<file path="config.mk">
export PLATFORM = sky130hd
export DESIGN_NAME = adcseq_top
export DESIGN_NICKNAME = d
export VERILOG_FILES = /design/src/adcseq_pkg.sv /design/src/adcseq_top.sv
export VERILOG_INCLUDE_DIRS = /design/src
export SDC_FILE = /design/constraint.sdc
export NUM_CORES = 1
export LEC_CHECK = 0
export ABC_AREA = 1
export BUFFER_PORTS_ARGS = -buffer_cell sky130_fd_sc_hd__clkbuf_2
export CAP_MARGIN = 20
export CORE_MARGIN = 5
export CORE_UTILIZATION = 32
export CTS_BUF_LIST = sky130_fd_sc_hd__clkbuf_8
export CTS_CLUSTER_DIAMETER = 200
export CTS_CLUSTER_SIZE = 30
export DETAILED_ROUTE_END_ITERATION = 7
export PLACE_DENSITY = 0.61
export SYNTH_ARGS = -nofsm -noshare
export SYNTH_HDL_FRONTEND = slang
export SYNTH_SLANG_ARGS = --single-unit
</file>
<file path="constraint.sdc">
create_clock -name clk_i -period 3.75 [get_ports clk_i]
set_input_delay 0.75 -clock clk_i [delete_from_list [all_inputs] [get_ports clk_i]]
set_output_delay 0.75 -clock clk_i [all_outputs]
set_load 0.01 [all_outputs]
</file>
<file path="src/adcseq_consts.svh">
`ifndef ADCSEQ_CONSTS_SVH
`define ADCSEQ_CONSTS_SVH

// register addresses (word index = address)
`define ADCSEQ_A_CTRL    4'h0
`define ADCSEQ_A_CMD     4'h1
`define ADCSEQ_A_FLAGS   4'h2
`define ADCSEQ_A_INTEN   4'h3
`define ADCSEQ_A_SEL     4'h4
`define ADCSEQ_A_SAMP    4'h5
`define ADCSEQ_A_RESULT  4'h6
`define ADCSEQ_A_STATUS  4'h7

// field positions
`define ADCSEQ_B_ENABLE  0
`define ADCSEQ_B_FREE_RUNNING_SELECT 1
`define ADCSEQ_B_EVSTART 2
`define ADCSEQ_B_START   0
`define ADCSEQ_B_RDY     0

// timing in conversion clock cycles
`define ADCSEQ_CONV_CYC  5'h0d
`define ADCSEQ_HOLD_CYC  5'h02

`endif

</file>
<file path="src/adcseq_pkg.sv">
package adcseq_pkg;
	// register bus request
	typedef struct packed {
		logic [3:0]  addr;
		logic [31:0] wdata;
		logic        wr;
		logic        rd;
	} adcseq_bus_t;

	// selections passed to the analog core
	typedef struct packed {
		logic [4:0] chan;
		logic [1:0] ref_sel;
	} adcseq_sel_t;

	typedef enum logic [1:0] {
		ADCSEQ_IDLE,
		ADCSEQ_ARM,
		ADCSEQ_CONV
	} adcseq_state_t;
endpackage

</file>
<file path="src/adcseq_top.sv">
// Chosen here: the placing of the registers and the plain strobed port.
`timescale 1ns/1ns
`include "adcseq_consts.svh"
module adcseq_top (
	// clock and reset
	input  wire logic                 clk_i,
	input  wire logic                 rst_i,
	// register port
	input  wire adcseq_pkg::adcseq_bus_t bus_i,
	output logic [31:0]               rdata_o,
	// events and system
	input  wire logic                 ev_start_i,
	input  wire logic                 global_ie_i,
	output logic                      irq_o,
	output logic                      ev_result_o,
	// analog core
	input  wire logic [9:0]           core_result_i,
	output adcseq_pkg::adcseq_sel_t   sel_o,
	output logic                      conv_clk_en_o,
	output logic                      hold_o
);

////////////////////////////////////////////////////////////////////////
// registers and next values
logic                      enable, free_run, ev_en, start_cmd, rdy, ie;
logic                      next_enable, next_free_run, next_ev_en, next_start_cmd, next_rdy, next_ie;
adcseq_pkg::adcseq_sel_t   shadow, next_shadow, active, next_active;
logic [2:0]                clock_divider_select, next_clock_divider_select;
logic [7:0]                samp_dly, samp_len, next_samp_dly, next_samp_len;
logic [9:0]                result, next_result;
logic [31:0]               next_rdata;
adcseq_pkg::adcseq_state_t state, next_state;
logic [8:0]                div_cnt, next_div_cnt;
logic [9:0]                cyc, next_cyc;
logic                      ev_q, next_ev_q;
logic                      next_ev_result, next_hold;

// divider terminal count: factor 2^(clock_divider_select+1)
function automatic logic [8:0] div_last(input logic [2:0] p);
	// shift amount widened so the largest factor does not wrap to one
	div_last = 9'(({1'b0, 8'h01} << (4'(p) + 4'h1)) - 9'h001);
endfunction

function automatic logic wr_at(input adcseq_pkg::adcseq_bus_t b, input logic [3:0] a);
	wr_at = b.wr && (b.addr == a);
endfunction

logic       tick;
logic [9:0] total;
logic       ev_edge, sw_start, trig, done;

////////////////////////////////////////////////////////////////////////
// derived combinational terms
always_comb begin
	tick     = (state == adcseq_pkg::ADCSEQ_CONV || state == adcseq_pkg::ADCSEQ_ARM)
	           && div_cnt == div_last(clock_divider_select);
	total    = 10'(`ADCSEQ_CONV_CYC) + 10'(samp_dly) + 10'(samp_len);
	ev_edge  = ev_start_i && !ev_q;
	sw_start = wr_at(bus_i, `ADCSEQ_A_CMD) && bus_i.wdata[`ADCSEQ_B_START];
	trig     = enable && !start_cmd && (sw_start || (ev_en && ev_edge));
	done     = state == adcseq_pkg::ADCSEQ_CONV && tick && cyc == total - 10'h001;
end

////////////////////////////////////////////////////////////////////////
// next state of control, registers and sequencer
always_comb begin
	next_enable    = enable;
	next_free_run  = free_run;
	next_ev_en     = ev_en;
	next_start_cmd = start_cmd;
	next_rdy       = rdy;
	next_ie        = ie;
	next_shadow    = shadow;
	next_active    = active;
	next_clock_divider_select     = clock_divider_select;
	next_samp_dly  = samp_dly;
	next_samp_len  = samp_len;
	next_result    = result;
	next_state     = state;
	next_div_cnt   = div_cnt;
	next_cyc       = cyc;
	next_ev_q      = ev_start_i;
	next_ev_result = 1'b0;
	next_hold      = 1'b0;
	next_rdata     = 32'h0;
	// register writes
	if (wr_at(bus_i, `ADCSEQ_A_CTRL)) begin
		next_enable   = bus_i.wdata[`ADCSEQ_B_ENABLE];
		next_free_run = bus_i.wdata[`ADCSEQ_B_FREE_RUNNING_SELECT];
		next_ev_en    = bus_i.wdata[`ADCSEQ_B_EVSTART];
		next_clock_divider_select    = bus_i.wdata[10:8];
	end
	if (wr_at(bus_i, `ADCSEQ_A_INTEN))
		next_ie = bus_i.wdata[0];
	if (wr_at(bus_i, `ADCSEQ_A_SEL))
		next_shadow = '{chan: bus_i.wdata[4:0], ref_sel: bus_i.wdata[9:8]};
	if (wr_at(bus_i, `ADCSEQ_A_SAMP)) begin
		next_samp_dly = bus_i.wdata[7:0];
		next_samp_len = bus_i.wdata[15:8];
	end
	// flag clear by write one or result read; a completion below wins
	if (wr_at(bus_i, `ADCSEQ_A_FLAGS) && bus_i.wdata[`ADCSEQ_B_RDY])
		next_rdy = 1'b0;
	if (bus_i.rd && bus_i.addr == `ADCSEQ_A_RESULT)
		next_rdy = 1'b0;
	// read mux, data valid the cycle after the strobe
	if (bus_i.rd) begin
		case (bus_i.addr)
		`ADCSEQ_A_CTRL:   next_rdata = {21'h0, clock_divider_select, 5'h0, ev_en, free_run, enable};
		`ADCSEQ_A_CMD:    next_rdata = {31'h0, start_cmd};
		`ADCSEQ_A_FLAGS:  next_rdata = {31'h0, rdy};
		`ADCSEQ_A_INTEN:  next_rdata = {31'h0, ie};
		`ADCSEQ_A_SEL:    next_rdata = {22'h0, shadow.ref_sel, 3'h0, shadow.chan};
		`ADCSEQ_A_SAMP:   next_rdata = {16'h0, samp_len, samp_dly};
		`ADCSEQ_A_RESULT: next_rdata = {22'h0, result};
		`ADCSEQ_A_STATUS: next_rdata = {22'h0, cyc};
		default:          next_rdata = 32'h0;
		endcase
	end
	// sequencer
	case (state)
	adcseq_pkg::ADCSEQ_IDLE: begin
		next_div_cnt = 9'h000;
		next_active  = next_shadow;
		if (trig) begin
			next_start_cmd = 1'b1;
			next_state     = adcseq_pkg::ADCSEQ_ARM;
		end
	end
	adcseq_pkg::ADCSEQ_ARM: begin
		// half a prescale period passes here, then a full one in CONV before the first conversion clock
		next_div_cnt = tick ? 9'h000 : div_cnt + 9'h001;
		if (div_cnt == (div_last(clock_divider_select) >> 1)) begin
			next_state   = adcseq_pkg::ADCSEQ_CONV;
			next_div_cnt = 9'h000;
			next_cyc     = 10'h000;
		end
	end
	adcseq_pkg::ADCSEQ_CONV: begin
		next_div_cnt = tick ? 9'h000 : div_cnt + 9'h001;
		if (tick) begin
			next_cyc = cyc + 10'h001;
			// hold closes after the extended sampling window
			// the window spans 2 + delay + length ticks, so hold follows the last of them
			if (cyc == 10'(`ADCSEQ_HOLD_CYC) + 10'(samp_dly) + 10'(samp_len) - 10'h001)
				next_hold = 1'b1;
		end
		if (tick && cyc == total - 10'h002)
			next_active = shadow;
		if (done) begin
			next_result    = core_result_i;
			next_rdy       = 1'b1;
			next_ev_result = 1'b1;
			next_cyc       = 10'h000;
			if (free_run)
				next_state = adcseq_pkg::ADCSEQ_CONV;
			else begin
				next_start_cmd = 1'b0;
				next_state     = adcseq_pkg::ADCSEQ_IDLE;
			end
		end
	end
	default: next_state = adcseq_pkg::ADCSEQ_IDLE;
	endcase
	// disabling aborts all but a hold pulse or result capture due that cycle; no flag for that result
	if (!next_enable) begin
		next_state     = adcseq_pkg::ADCSEQ_IDLE;
		next_start_cmd = 1'b0;
		next_div_cnt   = 9'h000;
		next_cyc       = 10'h000;
		next_ev_result = 1'b0;
		next_rdy       = rdy && next_rdy;
	end
end

////////////////////////////////////////////////////////////////////////
// state registers
always_ff @(posedge clk_i) begin
	if (rst_i) begin
		enable      <= 1'b0;
		free_run    <= 1'b0;
		ev_en       <= 1'b0;
		start_cmd   <= 1'b0;
		rdy         <= 1'b0;
		ie          <= 1'b0;
		shadow      <= '0;
		active      <= '0;
		clock_divider_select       <= 3'h0;
		samp_dly    <= 8'h00;
		samp_len    <= 8'h00;
		result      <= 10'h000;
		state       <= adcseq_pkg::ADCSEQ_IDLE;
		div_cnt     <= 9'h000;
		cyc         <= 10'h000;
		ev_q        <= 1'b0;
		rdata_o     <= 32'h0;
		ev_result_o <= 1'b0;
		hold_o      <= 1'b0;
	end else begin
		enable      <= next_enable;
		free_run    <= next_free_run;
		ev_en       <= next_ev_en;
		start_cmd   <= next_start_cmd;
		rdy         <= next_rdy;
		ie          <= next_ie;
		shadow      <= next_shadow;
		active      <= next_active;
		clock_divider_select       <= next_clock_divider_select;
		samp_dly    <= next_samp_dly;
		samp_len    <= next_samp_len;
		result      <= next_result;
		state       <= next_state;
		div_cnt     <= next_div_cnt;
		cyc         <= next_cyc;
		ev_q        <= next_ev_q;
		rdata_o     <= next_rdata;
		ev_result_o <= next_ev_result;
		hold_o      <= next_hold;
	end
end

// outputs to the core and interrupt line
assign sel_o         = active;
assign conv_clk_en_o = tick;
assign irq_o         = rdy && ie && global_ie_i;

endmodule

</file>
==> Yosys cells after proc, flatten, opt, wreduce, memory -nomap -nowiden <==
Cells that the tools add are included.
{ "word_totals": {"ff_bits": 105, "inputBits": 52, "out_inout_bits": 43, "elab_cells": 123} }
{ "classes": {"addsub": 11, "eq_ne": 20, "shift": 1, "mux": 28, "bitwise": 4, "n_reduce_logical": 38} }
{ "ops": {"columns": ["op", "n"], "rows": [
  ["case mux 16 bit (8 select lines)", 1],
  ["equality test 10 bit", 3],
  ["two-way mux 10 bit", 3],
  ["case mux 9 bit (3 select lines)", 1],
  ["adder 9 x 8 -> 10 bit", 2],
  ["logical AND 1 bit", 20],
  ["case mux 10 bit (2 select lines)", 1],
  ["subtractor 10 x 1 -> 10 bit (second input constant)", 2],
  ["two-way mux 9 bit", 2],
  ["equality test 4 x 3 -> 1 bit (second input constant)", 4],
  ["two-way mux 7 bit", 2],
  ["case mux 7 bit (2 select lines)", 1],
  ["two-way mux 1 bit", 11],
  ["adder 10 x 1 -> 10 bit (second input constant)", 1],
  ["subtractor 10 x 2 -> 10 bit (second input constant)", 1],
  ["adder 2 x 8 -> 9 bit (first input constant)", 1],
  ["adder 4 x 8 -> 9 bit (first input constant)", 1],
  ["adder 9 x 1 -> 9 bit (second input constant)", 1],
  ["equality test 9 x 8 -> 1 bit", 1],
  ["equality test 9 bit", 1],
  ["<< shifter 1 x 4 -> 9 bit (first input constant)", 1],
  ["subtractor 9 x 1 -> 9 bit (second input constant)", 1],
  ["equality test 4 x 2 -> 1 bit (second input constant)", 2],
  ["two-way mux 2 bit", 4],
  ["21 further kinds", 34]
]} }

==> Longest topological paths before layout <==
Gate-level depths: netlist of run 1.
{ "depth": {"ltp_word": 11, "depth_mapped": 24, "mapped_depth_nobuf": 24} }

==> Worst setup path after synthesis of run 1 <==
No wires, ideal clock.
{ "synth_path": {"path_kind": "reg-to-reg", "from": "reg samp_dly[1]", "to": "reg result[3]", "setup_time_ps": 117, "arrival_ps": 2966, "required_ps": 3633, "slack_ps": 667, "path_stages_with_launch": 20, "n_path_buf": 1, "synth_period_minus_slack_ps": 3083, "cell_sequence": "dfxtp_1 > ha_1 > fa_1 > inv_1 > ha_1 > inv_1 > ha_1 > inv_1 > o21ai_0 > xor2_1 > inv_1 > nand2_1 > nand3_1 > nor2_1 > nand3_1 > nor2_1 > nand4_2 > buf_2 > o21ai_0 > nor2_1"} }
{ "synth_between": {"elab_chain_cells": 6} }
{ "synth_rtl": {"columns": ["item", "line", "source"], "rows": [
  ["from (decl)", "adcseq_top.sv:29", "logic [7:0] samp_dly, samp_len, next_samp_dly, next_samp_len;"],
  ["from (signal assigned)", "adcseq_top.sv:209", "samp_dly <= next_samp_dly;"],
  ["adder 4 x 8 -> 9 bit", "adcseq_top.sv:57", "total = 10'(`ADCSEQ_CONV_CYC) + 10'(samp_dly) + 10'(samp_len);"],
  ["adder 9 x 8 -> 10 bit", "adcseq_top.sv:57", null],
  ["subtractor 10 x 1 -> 10 bit", "adcseq_top.sv:61", "done = state == adcseq_pkg::ADCSEQ_CONV && tick && cyc == total - 10'h001;"],
  ["equality test 10 bit", "adcseq_top.sv:61", null],
  ["logical AND 1 bit", "adcseq_top.sv:61", null],
  ["AND reduction 2 bit (no line)", null, null],
  ["to (signal assigned)", "adcseq_top.sv:211", "result <= next_result;"],
  ["to (decl)", "adcseq_top.sv:30", "logic [9:0] result, next_result;"]
]} }
No other way between the ends.
A chain may end at the register's enable or synchronous reset.

==> Worst setup path after layout of run 1 <==
{ "layout_path": {"from": "reg samp_dly[1]", "to": "reg start_cmd"} }
{ "layout_between": {"elab_chain_cells": 7} }
{ "layout_rtl": {"columns": ["item", "line", "source"], "rows": [
  ["adder 4 x 8 -> 9 bit", "adcseq_top.sv:57", null],
  ["adder 9 x 8 -> 10 bit", "adcseq_top.sv:57", null],
  ["subtractor 10 x 1 -> 10 bit", "adcseq_top.sv:61", null],
  ["equality test 10 bit", "adcseq_top.sv:61", null],
  ["logical AND 1 bit", "adcseq_top.sv:61", null],
  ["!= test 2 bit (no line)", null, null],
  ["AND reduction 4 bit (no line)", null, null],
  ["to (signal assigned)", "adcseq_top.sv:203", "start_cmd <= next_start_cmd;"],
  ["to (decl)", "adcseq_top.sv:25", "logic enable, free_run, ev_en, start_cmd, rdy, ie;"]
]} }
No other way between the ends.

==> results of run 1 <==
-- worst min-delay path: stages, from the launching register on --
cell     delay [ns]
dfxtp_1        0.32
nand2_1        0.06
a21oi_1        0.05
-- flip-flops by register name (all words and copies together) (netlist names), 2 cells and up --
register,count
clock_divider_select,3
cyc,10
div_cnt,9
rdata_o,16
result,10
samp_dly,8
samp_len,8
sel_o,7
shadow,7
state,2
-- final timing paths --
path,from,end,slack (ns),depth (start not counted)
worst max-delay path,samp_dly[1],start_cmd,0.35,20
worst min-delay path,start_cmd,start_cmd,0.47,2
worst max register to register,samp_dly[1],start_cmd,0.35,20
worst min register to register,start_cmd,start_cmd,0.47,2
-- synth_stat cells (2+ instances only) --
master / instances
buf_6: 3
nor2_1: 89
dfxtp_1: 89
xor2_1: 29
xnor2_1: 4
buf_4: 16
nand3_2: 2
a221oi_1: 2
nand2_2: 7
nor2_2: 5
nand3_1: 62
nor4_1: 3
nand2_1: 181
o221ai_1: 3
buf_1: 2
conb_1: 2
nand4_1: 13
nand3b_1: 9
a31o_2: 2
buf_2: 3
inv_1: 126
inv_2: 3
a211oi_1: 3
o21ai_1: 3
o22ai_1: 14
o21ai_0: 63
nor3_2: 2
fa_1: 5
o21bai_1: 2
ha_1: 28
nor3_1: 20
a21oi_1: 63
clkbuf_1: 15
-- final cells by class --
class / count / share of cell area (%)
inverter: 129 / 7.36
multi-input combinational: 644 / 52.7
clock buffer: 10 / 2.09
timing repair buffer: 69 / 5.52
clock inverter: 6 / 0.913
sequential: 89 / 27.1
tap: 229 / 4.36
-- power by group through the flow --
| stage | clock [mW] | sequential (mW) | combinational, mW |
|---|---|---|---|
| 6_report | 0.694 | 0.961 | 0.185 |
| 3_3_place_gp | 0 | 0.983 | 0.182 |
| 2_1_floorplan | 0 | 0.982 | 0.141 |
| 4_1_cts | 0.717 | 0.961 | 0.184 |
| 5_1_grt | 0.754 | 0.963 | 0.211 |
| 3_5_place_dp | 0 | 0.983 | 0.183 |
-- cells by family after synthesis --
group           count (synthesis)  synth area share [%]
simple gates                  399                  29.8
buf+inv                       168                  12.2
compound gates                162                  15.2
flops                          89                  30.2
xor+xnor                       33                  4.90
fa+ha+maj                      33                  7.64
other cells                     2                 0.127
-- metrics by stage --
step           cell area, sq um  cells  worst slack [ns]  power, mW
2_1_floorplan              5960    901             0.667       1.12
3_3_place_gp               6370   1160             0.390       1.16
3_5_place_dp               6370   1160             0.340       1.17
4_1_cts                    6570   1176             0.326       1.86
5_1_grt                    6580   1176           0.00332       1.93
6_report                   6580   1176             0.348       1.84
-- layer usage --
metal	GRT usage, %	vias up
met5	0	-
met4	4.08	0
met3	2.52	13
met2	24.7	93
met1	20.2	2571
li1	-	2956
==> impl_metrics.json, run 1 <==
{
  "floorplan.die.height_um": 146,
  "core_box_area_sq_um": 18100,
  "max_slew.worst_pin.slew_ns": 0.663,
  "nNetsFinal": 1027,
  "layout.cells.most_common": "nand2_1",
  "hp-class": "flop to flop",
  "drive_above_1_share_pct": 11.6,
  "worst_ir_drop_vdd_v": 0.000169,
  "h-tree-depth": 3,
  "timing.final.crit_share_pct": 90.7,
  "worst_clock_skew_ns": 0.0198,
  "netlist.area_leader.share_pct": 30.2,
  "synthToLayoutAreaGrowth_pct": 11.5,
  "power.static_leakage_nw": 2.88,
  "clock_sink_count": 89,
  "timing.final.hold_violations": 0,
  "highest_layer": "met4",
  "cts_root_buffer": "clkbuf_8",
  "top_level_ports": 95,
  "count_of_flip_flops_with_a_built_in_enable_after_synthesis": 0,
  "final_period_minus_worst_setup_slack_ns": 3.40,
  "critical_path.top_delay_family": "adder cells",
  "sw_frac_of_total_pct": 29.8,
  "grt_setup_unrepaired": "no",
  "totalNegativeSetupSlack_ns": 0,
  "drtPass1Iterations": 7,
  "cts.reportedPaths.clkPinSlew_ns": 0.10,
  "route.antenna.remaining_nets": 0,
  "power.density_nw_per_um2": 280,
  "cp-end-kind": "flop",
  "syn-cell-area_sq_um": 5900,
  "insertedDiodeCount": 0,
  "detailed_route_wire_length_per_cell_um": 13.4,
  "final-max-slew-violation-count": 0,
  "cts-buffers-inserted": 9,
  "clkLatencyLatePin_ns": 0.40,
  "synth_seq_cells": 89,
  "p_switching_uw": 548,
  "die_width_um": 146,
  "mostFrequentLayoutCells": "181 x nand2_1, 126 x inv_1, 89 x nor2_1, 89 x dfxtp_1",
  "grt_max_degree": 33,
  "drt-initial-drc-count": 286,
  "ctsLongestPathBuffers": 2,
  "grt-ovfl-total": 0,
  "n_fill_cell": 1960,
  "timing.hold.ws_ns": 0.468,
  "cpMaxStageDelayCell": "fa_1",
  "comb_power_share_pct": 10.1,
  "seq_area_frac_synth_pct": 30.2,
  "timing.slew.headroom_pct": 55.7,
  "hpwl_reported_at_the_end_of_detailed_placement_mm": 12.4,
  "post_cts.resized_instances": 0,
  "cells_taking_the_most_area_after_synthesis": "dfxtp_1 30%, nand2_1 12%, inv_1 8.0%",
  "status": "finished, final reports clean",
  "grt.total_usage_pct": 14.9,
  "grt_pass1_vias": 5425,
  "p_int_mw": 1.29,
  "postSynth.topFlopCell": "dfxtp_1",
  "post_cts_setup_repair_bufs": 0,
  "cpMostUsedCell": "inv_1",
  "postSynthCellCount": 886,
  "synthDominantAreaCellType": "dfxtp_1",
  "startpoint_type": "flop",
  "clock.fmax_ghz": 0.294,
  "worstPathArrival_ns": 3.73,
  "max_cap_viol_count": 0,
  "postSynthAreaPerCell_sq_um": 6.66,
  "die_area_sq_um": 21300,
  "fin_util_pct": 36.4,
  "met3WireLength_um": 540,
  "async_reset_ff_share_pct": 0,
  "post_synth_num_cell_types": 46,
  "floorplan.initialDensity_pct": 32.6,
  "timing.final.setup_violations": 0,
  "crit_path_max_fanout": 15,
  "wl_met2_mm": 7.19,
  "power_frac_clock_pct": 37.7,
  "hold_buffers": 0,
  "multi_input_comb_area_sq_um": 3460,
  "share_seq_of_total_power_pct": 52.2,
  "buffer_and_inverter_count_on_the_worst_path": 5,
  "timing.setup.critical_path_class": "flop to flop",
  "grt_pass1_wl_mm": 26.4,
  "place_congestion": 0.848,
  "cell_breakdown_of_the_critical_path": "ha_1 -> fa_1 -> inv_1 -> ha_1 -> inv_1 -> ha_1 -> inv_1 -> o21ai_0 -> xor2_1 -> inv_1 -> nand2_1 -> nand3_1 -> nor2_1 -> nand3_1 -> nor2_1 -> nand4_2 -> buf_4 -> nand2_1 -> nand3_1 -> a21oi_1",
  "grt_antenna_before_repair": 0,
  "totalWireLength_mm": 15.8,
  "drt-met1-wl_mm": 7.86,
  "routed_via_density": 4.79,
  "tritoncts": "built",
  "row_count": 49,
  "port_buffers": 62,
  "sequential_cell_area_sq_um": 1780,
  "cp_slowest_stage_delay_ns": 0.51,
  "detailroute.via_count": 5633,
  "yosys_warnings": 0,
  "drc_errors": 0,
  "worst_ep_required_time_ns": 4.07
}
No activity file was read; power rests on OpenSTA's default activity.
==> run 2, diff against run 1 <==
Settings changed: ABC_AREA 1 to not set, CAP_MARGIN 20 to not set.
==> impl_metrics.json, run 2 <==
{
  "post_synth_num_cell_types": 84,
  "reg2reg_from": "samp_dly[1]",
  "drt-initial-drc-count": 386,
  "worstPathArrival_ns": 3.88,
  "postSynthAreaPerCell_sq_um": 8.15,
  "hold_buffers": 0,
  "status": "finished, final reports clean",
  "detailroute.via_count": 5501,
  "count_of_flip_flops_with_a_built_in_enable_after_synthesis": 0,
  "final_period_minus_worst_setup_slack_ns": 3.67,
  "cells_taking_the_most_area_after_synthesis": "dfxtp_1 29%, ha_1 5.7%, nand2_1 4.3%",
  "synthDominantAreaCellType": "dfxtp_1",
  "combinational_family_with_the_most_area_after_synthesis": "simple AND/OR/NAND/NOR gates",
  "grt_pass1_vias": 5201,
  "drc_errors": 0,
  "share_seq_of_total_power_pct": 51.1,
  "largest_register_ffs": 16,
  "crit_path_max_fanout": 8,
  "cp_slowest_stage_delay_ns": 0.43,
  "grt_max_degree": 59,
  "core_box_area_sq_um": 18800,
  "max_slew.worst_pin.slew_ns": 0.713,
  "cts.reportedPaths.clkPinSlew_ns": 0.10,
  "synthTopCellsByCount": "89 x dfxtp_1, 71 x nand2_1, 53 x nor2_1, 48 x a21oi_1, 39 x clkbuf_1",
  "place.detailed.instances": 1075,
  "timing.critical_path.from": "samp_dly[1]",
  "power.static_leakage_nw": 3.01,
  "timing.final.ws_setup_ns": 0.0818,
  "synth_xor_area_share_pct": 7.27,
  "power_mw": 1.87,
  "grt-ovfl-total": 0,
  "hpwl_reported_at_the_end_of_detailed_placement_mm": 12.5,
  "max_cap_viol_count": 0,
  "port_buffers": 62,
  "top_register": "rdata_o",
  "p_int_mw": 1.42,
  "cts-buffers-inserted": 9,
  "worst-r2r-cell-count": 16,
  "hp-class": "flop to flop",
  "grt_antenna_before_repair": 0,
  "cpMaxStageDelayCell": "a2111oi_4",
  "timing.final.setup_violations": 0,
  "post_dp_cell_area_sq_um": 6910,
  "power.density_nw_per_um2": 253,
  "drtPass1Iterations": 5,
  "top_level_ports": 95,
  "layoutNonFillerInstCount": 1096,
  "layout.cells.most_common": "dfxtp_1",
  "synthToLayoutAreaGrowth_pct": 20.1,
  "h-tree-depth": 3,
  "timing.setup.critical_path_class": "flop to flop",
  "synth_compound_area_share_pct": 18.8,
  "worst_hold_startpoint": "sel_o[3]",
  "cp-end-kind": "flop",
  "final-max-slew-violation-count": 0,
  "nNetsFinal": 916,
  "insertedDiodeCount": 0,
  "totalWireLength_mm": 16.5,
  "drive_above_1_share_pct": 22.6,
  "worst_ep_required_time_ns": 3.97,
  "worst_hold_depth": 2,
  "route.antenna.remaining_nets": 0,
  "worst_clock_skew_ns": 0.0224,
  "mostFrequentLayoutCells": "83 x dfxtp_1, 71 x nand2_1, 62 x clkbuf_2, 53 x nor2_1",
  "buffer_and_inverter_count_on_the_worst_path": 5,
  "power_frac_clock_pct": 40.1,
  "most_used_standard_cell_by_instance_count_after_synthesis": "dfxtp_1",
  "clkLatencyLatePin_ns": 0.37,
  "comb_power_share_pct": 8.9,
  "synth_seq_cells": 89,
  "post_synth_mux_area_share_pct": 4.89,
  "grt_setup_unrepaired": "yes",
  "routed_via_density": 5.02,
  "reg_top3": "rdata_o (16), cyc (10), result (10)",
  "tritoncts": "built",
  "sw_frac_of_total_pct": 24.3,
  "place_congestion": 0.824,
  "timing.slew.headroom_pct": 52.5,
  "startpoint_type": "flop",
  "timing.final.hold_violations": 0,
  "synth_adder_area_share_pct": 7.33,
  "yosys.area_share.simple_pct": 25.6,
  "netlist.area_leader.share_pct": 29.0,
  "grt.total_usage_pct": 14.6,
  "detailed_route_wire_length_per_cell_um": 15.0,
  "clock.fmax_ghz": 0.273,
  "async_reset_ff_share_pct": 0,
  "syn-cell-area_sq_um": 6140,
  "yosys_warnings": 0,
  "critical_path_cell_count": 16,
  "cell_breakdown_of_the_critical_path": "buf_4 -> ha_1 -> ha_1 -> ha_4 -> buf_6 -> nor3_4 -> o211a_1 -> buf_4 -> nor4b_1 -> o211ai_1 -> a2111oi_4 -> nand4_4 -> buf_12 -> a21boi_2 -> buf_6 -> nor3_1",
  "floorplan.die.height_um": 149,
  "ctsLongestPathBuffers": 2,
  "worst_ir_drop_vdd_v": 0.000200,
  "floorplan.initialDensity_pct": 32.6,
  "critical_path.top_delay_family": "compound AO/OA/AOI/OAI gates",
  "timing.final.crit_share_pct": 97.8,
  "p_switching_uw": 455,
  "die_area_sq_um": 22100,
  "postSynth.topFlopCell": "dfxtp_1",
  "postSynthCellCount": 754,
  "row_count": 50,
  "grt_pass1_wl_mm": 26.5,
  "cts_root_buffer": "clkbuf_8",
  "clock_sink_count": 89,
  "seq_area_frac_synth_pct": 29.0,
  "dp_worst_setup_slack_ns": -0.125,
  "die_width_um": 149,
  "design_area_final_sq_um": 7380
}
[run 2: logic make-up after synthesis]
kind of cell             after synthesis
AND/OR/NAND/NOR                      294
other                                  2
adder cells (fa/ha/maj)               33
flip-flops                            89
buffers and inverters                 93
AO/OA/AOI/OAI                        170
XOR/XNOR                              46
multiplexers                          27
[run 2: path summary, 6_finish.rpt]
check / to / slack, ns
min reg2reg: sel_o[3] / 0.48
max: cyc[4] / 0.08
min: sel_o[3] / 0.48
max reg2reg: cyc[4] / 0.08
[run 2: power groups by stage]
stage	sequential (mW)	clock, mW	combinational, mW
after global routing	0.956	0.803	0.185
after CTS	0.954	0.771	0.159
after global placement	0.976	0	0.158
after floorplan	0.977	0	0.111
after detailed placement	0.977	0	0.158
final	0.955	0.749	0.166
[run 2: per-layer routing]
layer	vias to the layer above	wire (um)	GRT usage (%)
met1	2583	7870	20.1
met4	0	139	4.06
met2	109	7830	23.8
li1	2796	-	-
met5	-	0	0
met3	13	619	2.35
[run 2: worst min-delay path: cells and delay by family (launching register included)]
family           cells  cell delay [ns]
DFF                  1             0.32
and+or+nand+nor      1             0.06
muxes                1             0.06
[run 2: cell type report]
class / count / area [sq um]
Clock inverter: 6 / 88.8
Tap cell: 260 / 325
Multi-Input combinational cell: 587 / 4150
Timing Repair Buffer: 116 / 778
Sequential cell: 89 / 1790
Clock buffer: 10 / 138
Inverter: 28 / 108
Fill cell: 1932 / 11500
[run 2: timing repair]
| item | CTS | global route |
|---|---|---|
| pin swaps | 3 | 15 |
| gates cloned | 0 | 1 |
| resized for setup | 5 | 39 |
| setup buffers | 0 | 4 |
| hold endpoints to repair | 0 | 0 |
| setup endpoints to repair | 29 | 29 |
[run 2: stage by stage]
stage	setup TNS, ns	utilization [%]	hold WS, ns
4_1_cts	0	38.0	0.479
5_1_grt	-0.813	39.2	0.494
3_3_place_gp	-1.84	36.7	0.460
6_report	0	39.2	0.475
3_5_place_dp	-2.62	36.7	0.460
2_1_floorplan	0	-	0.447
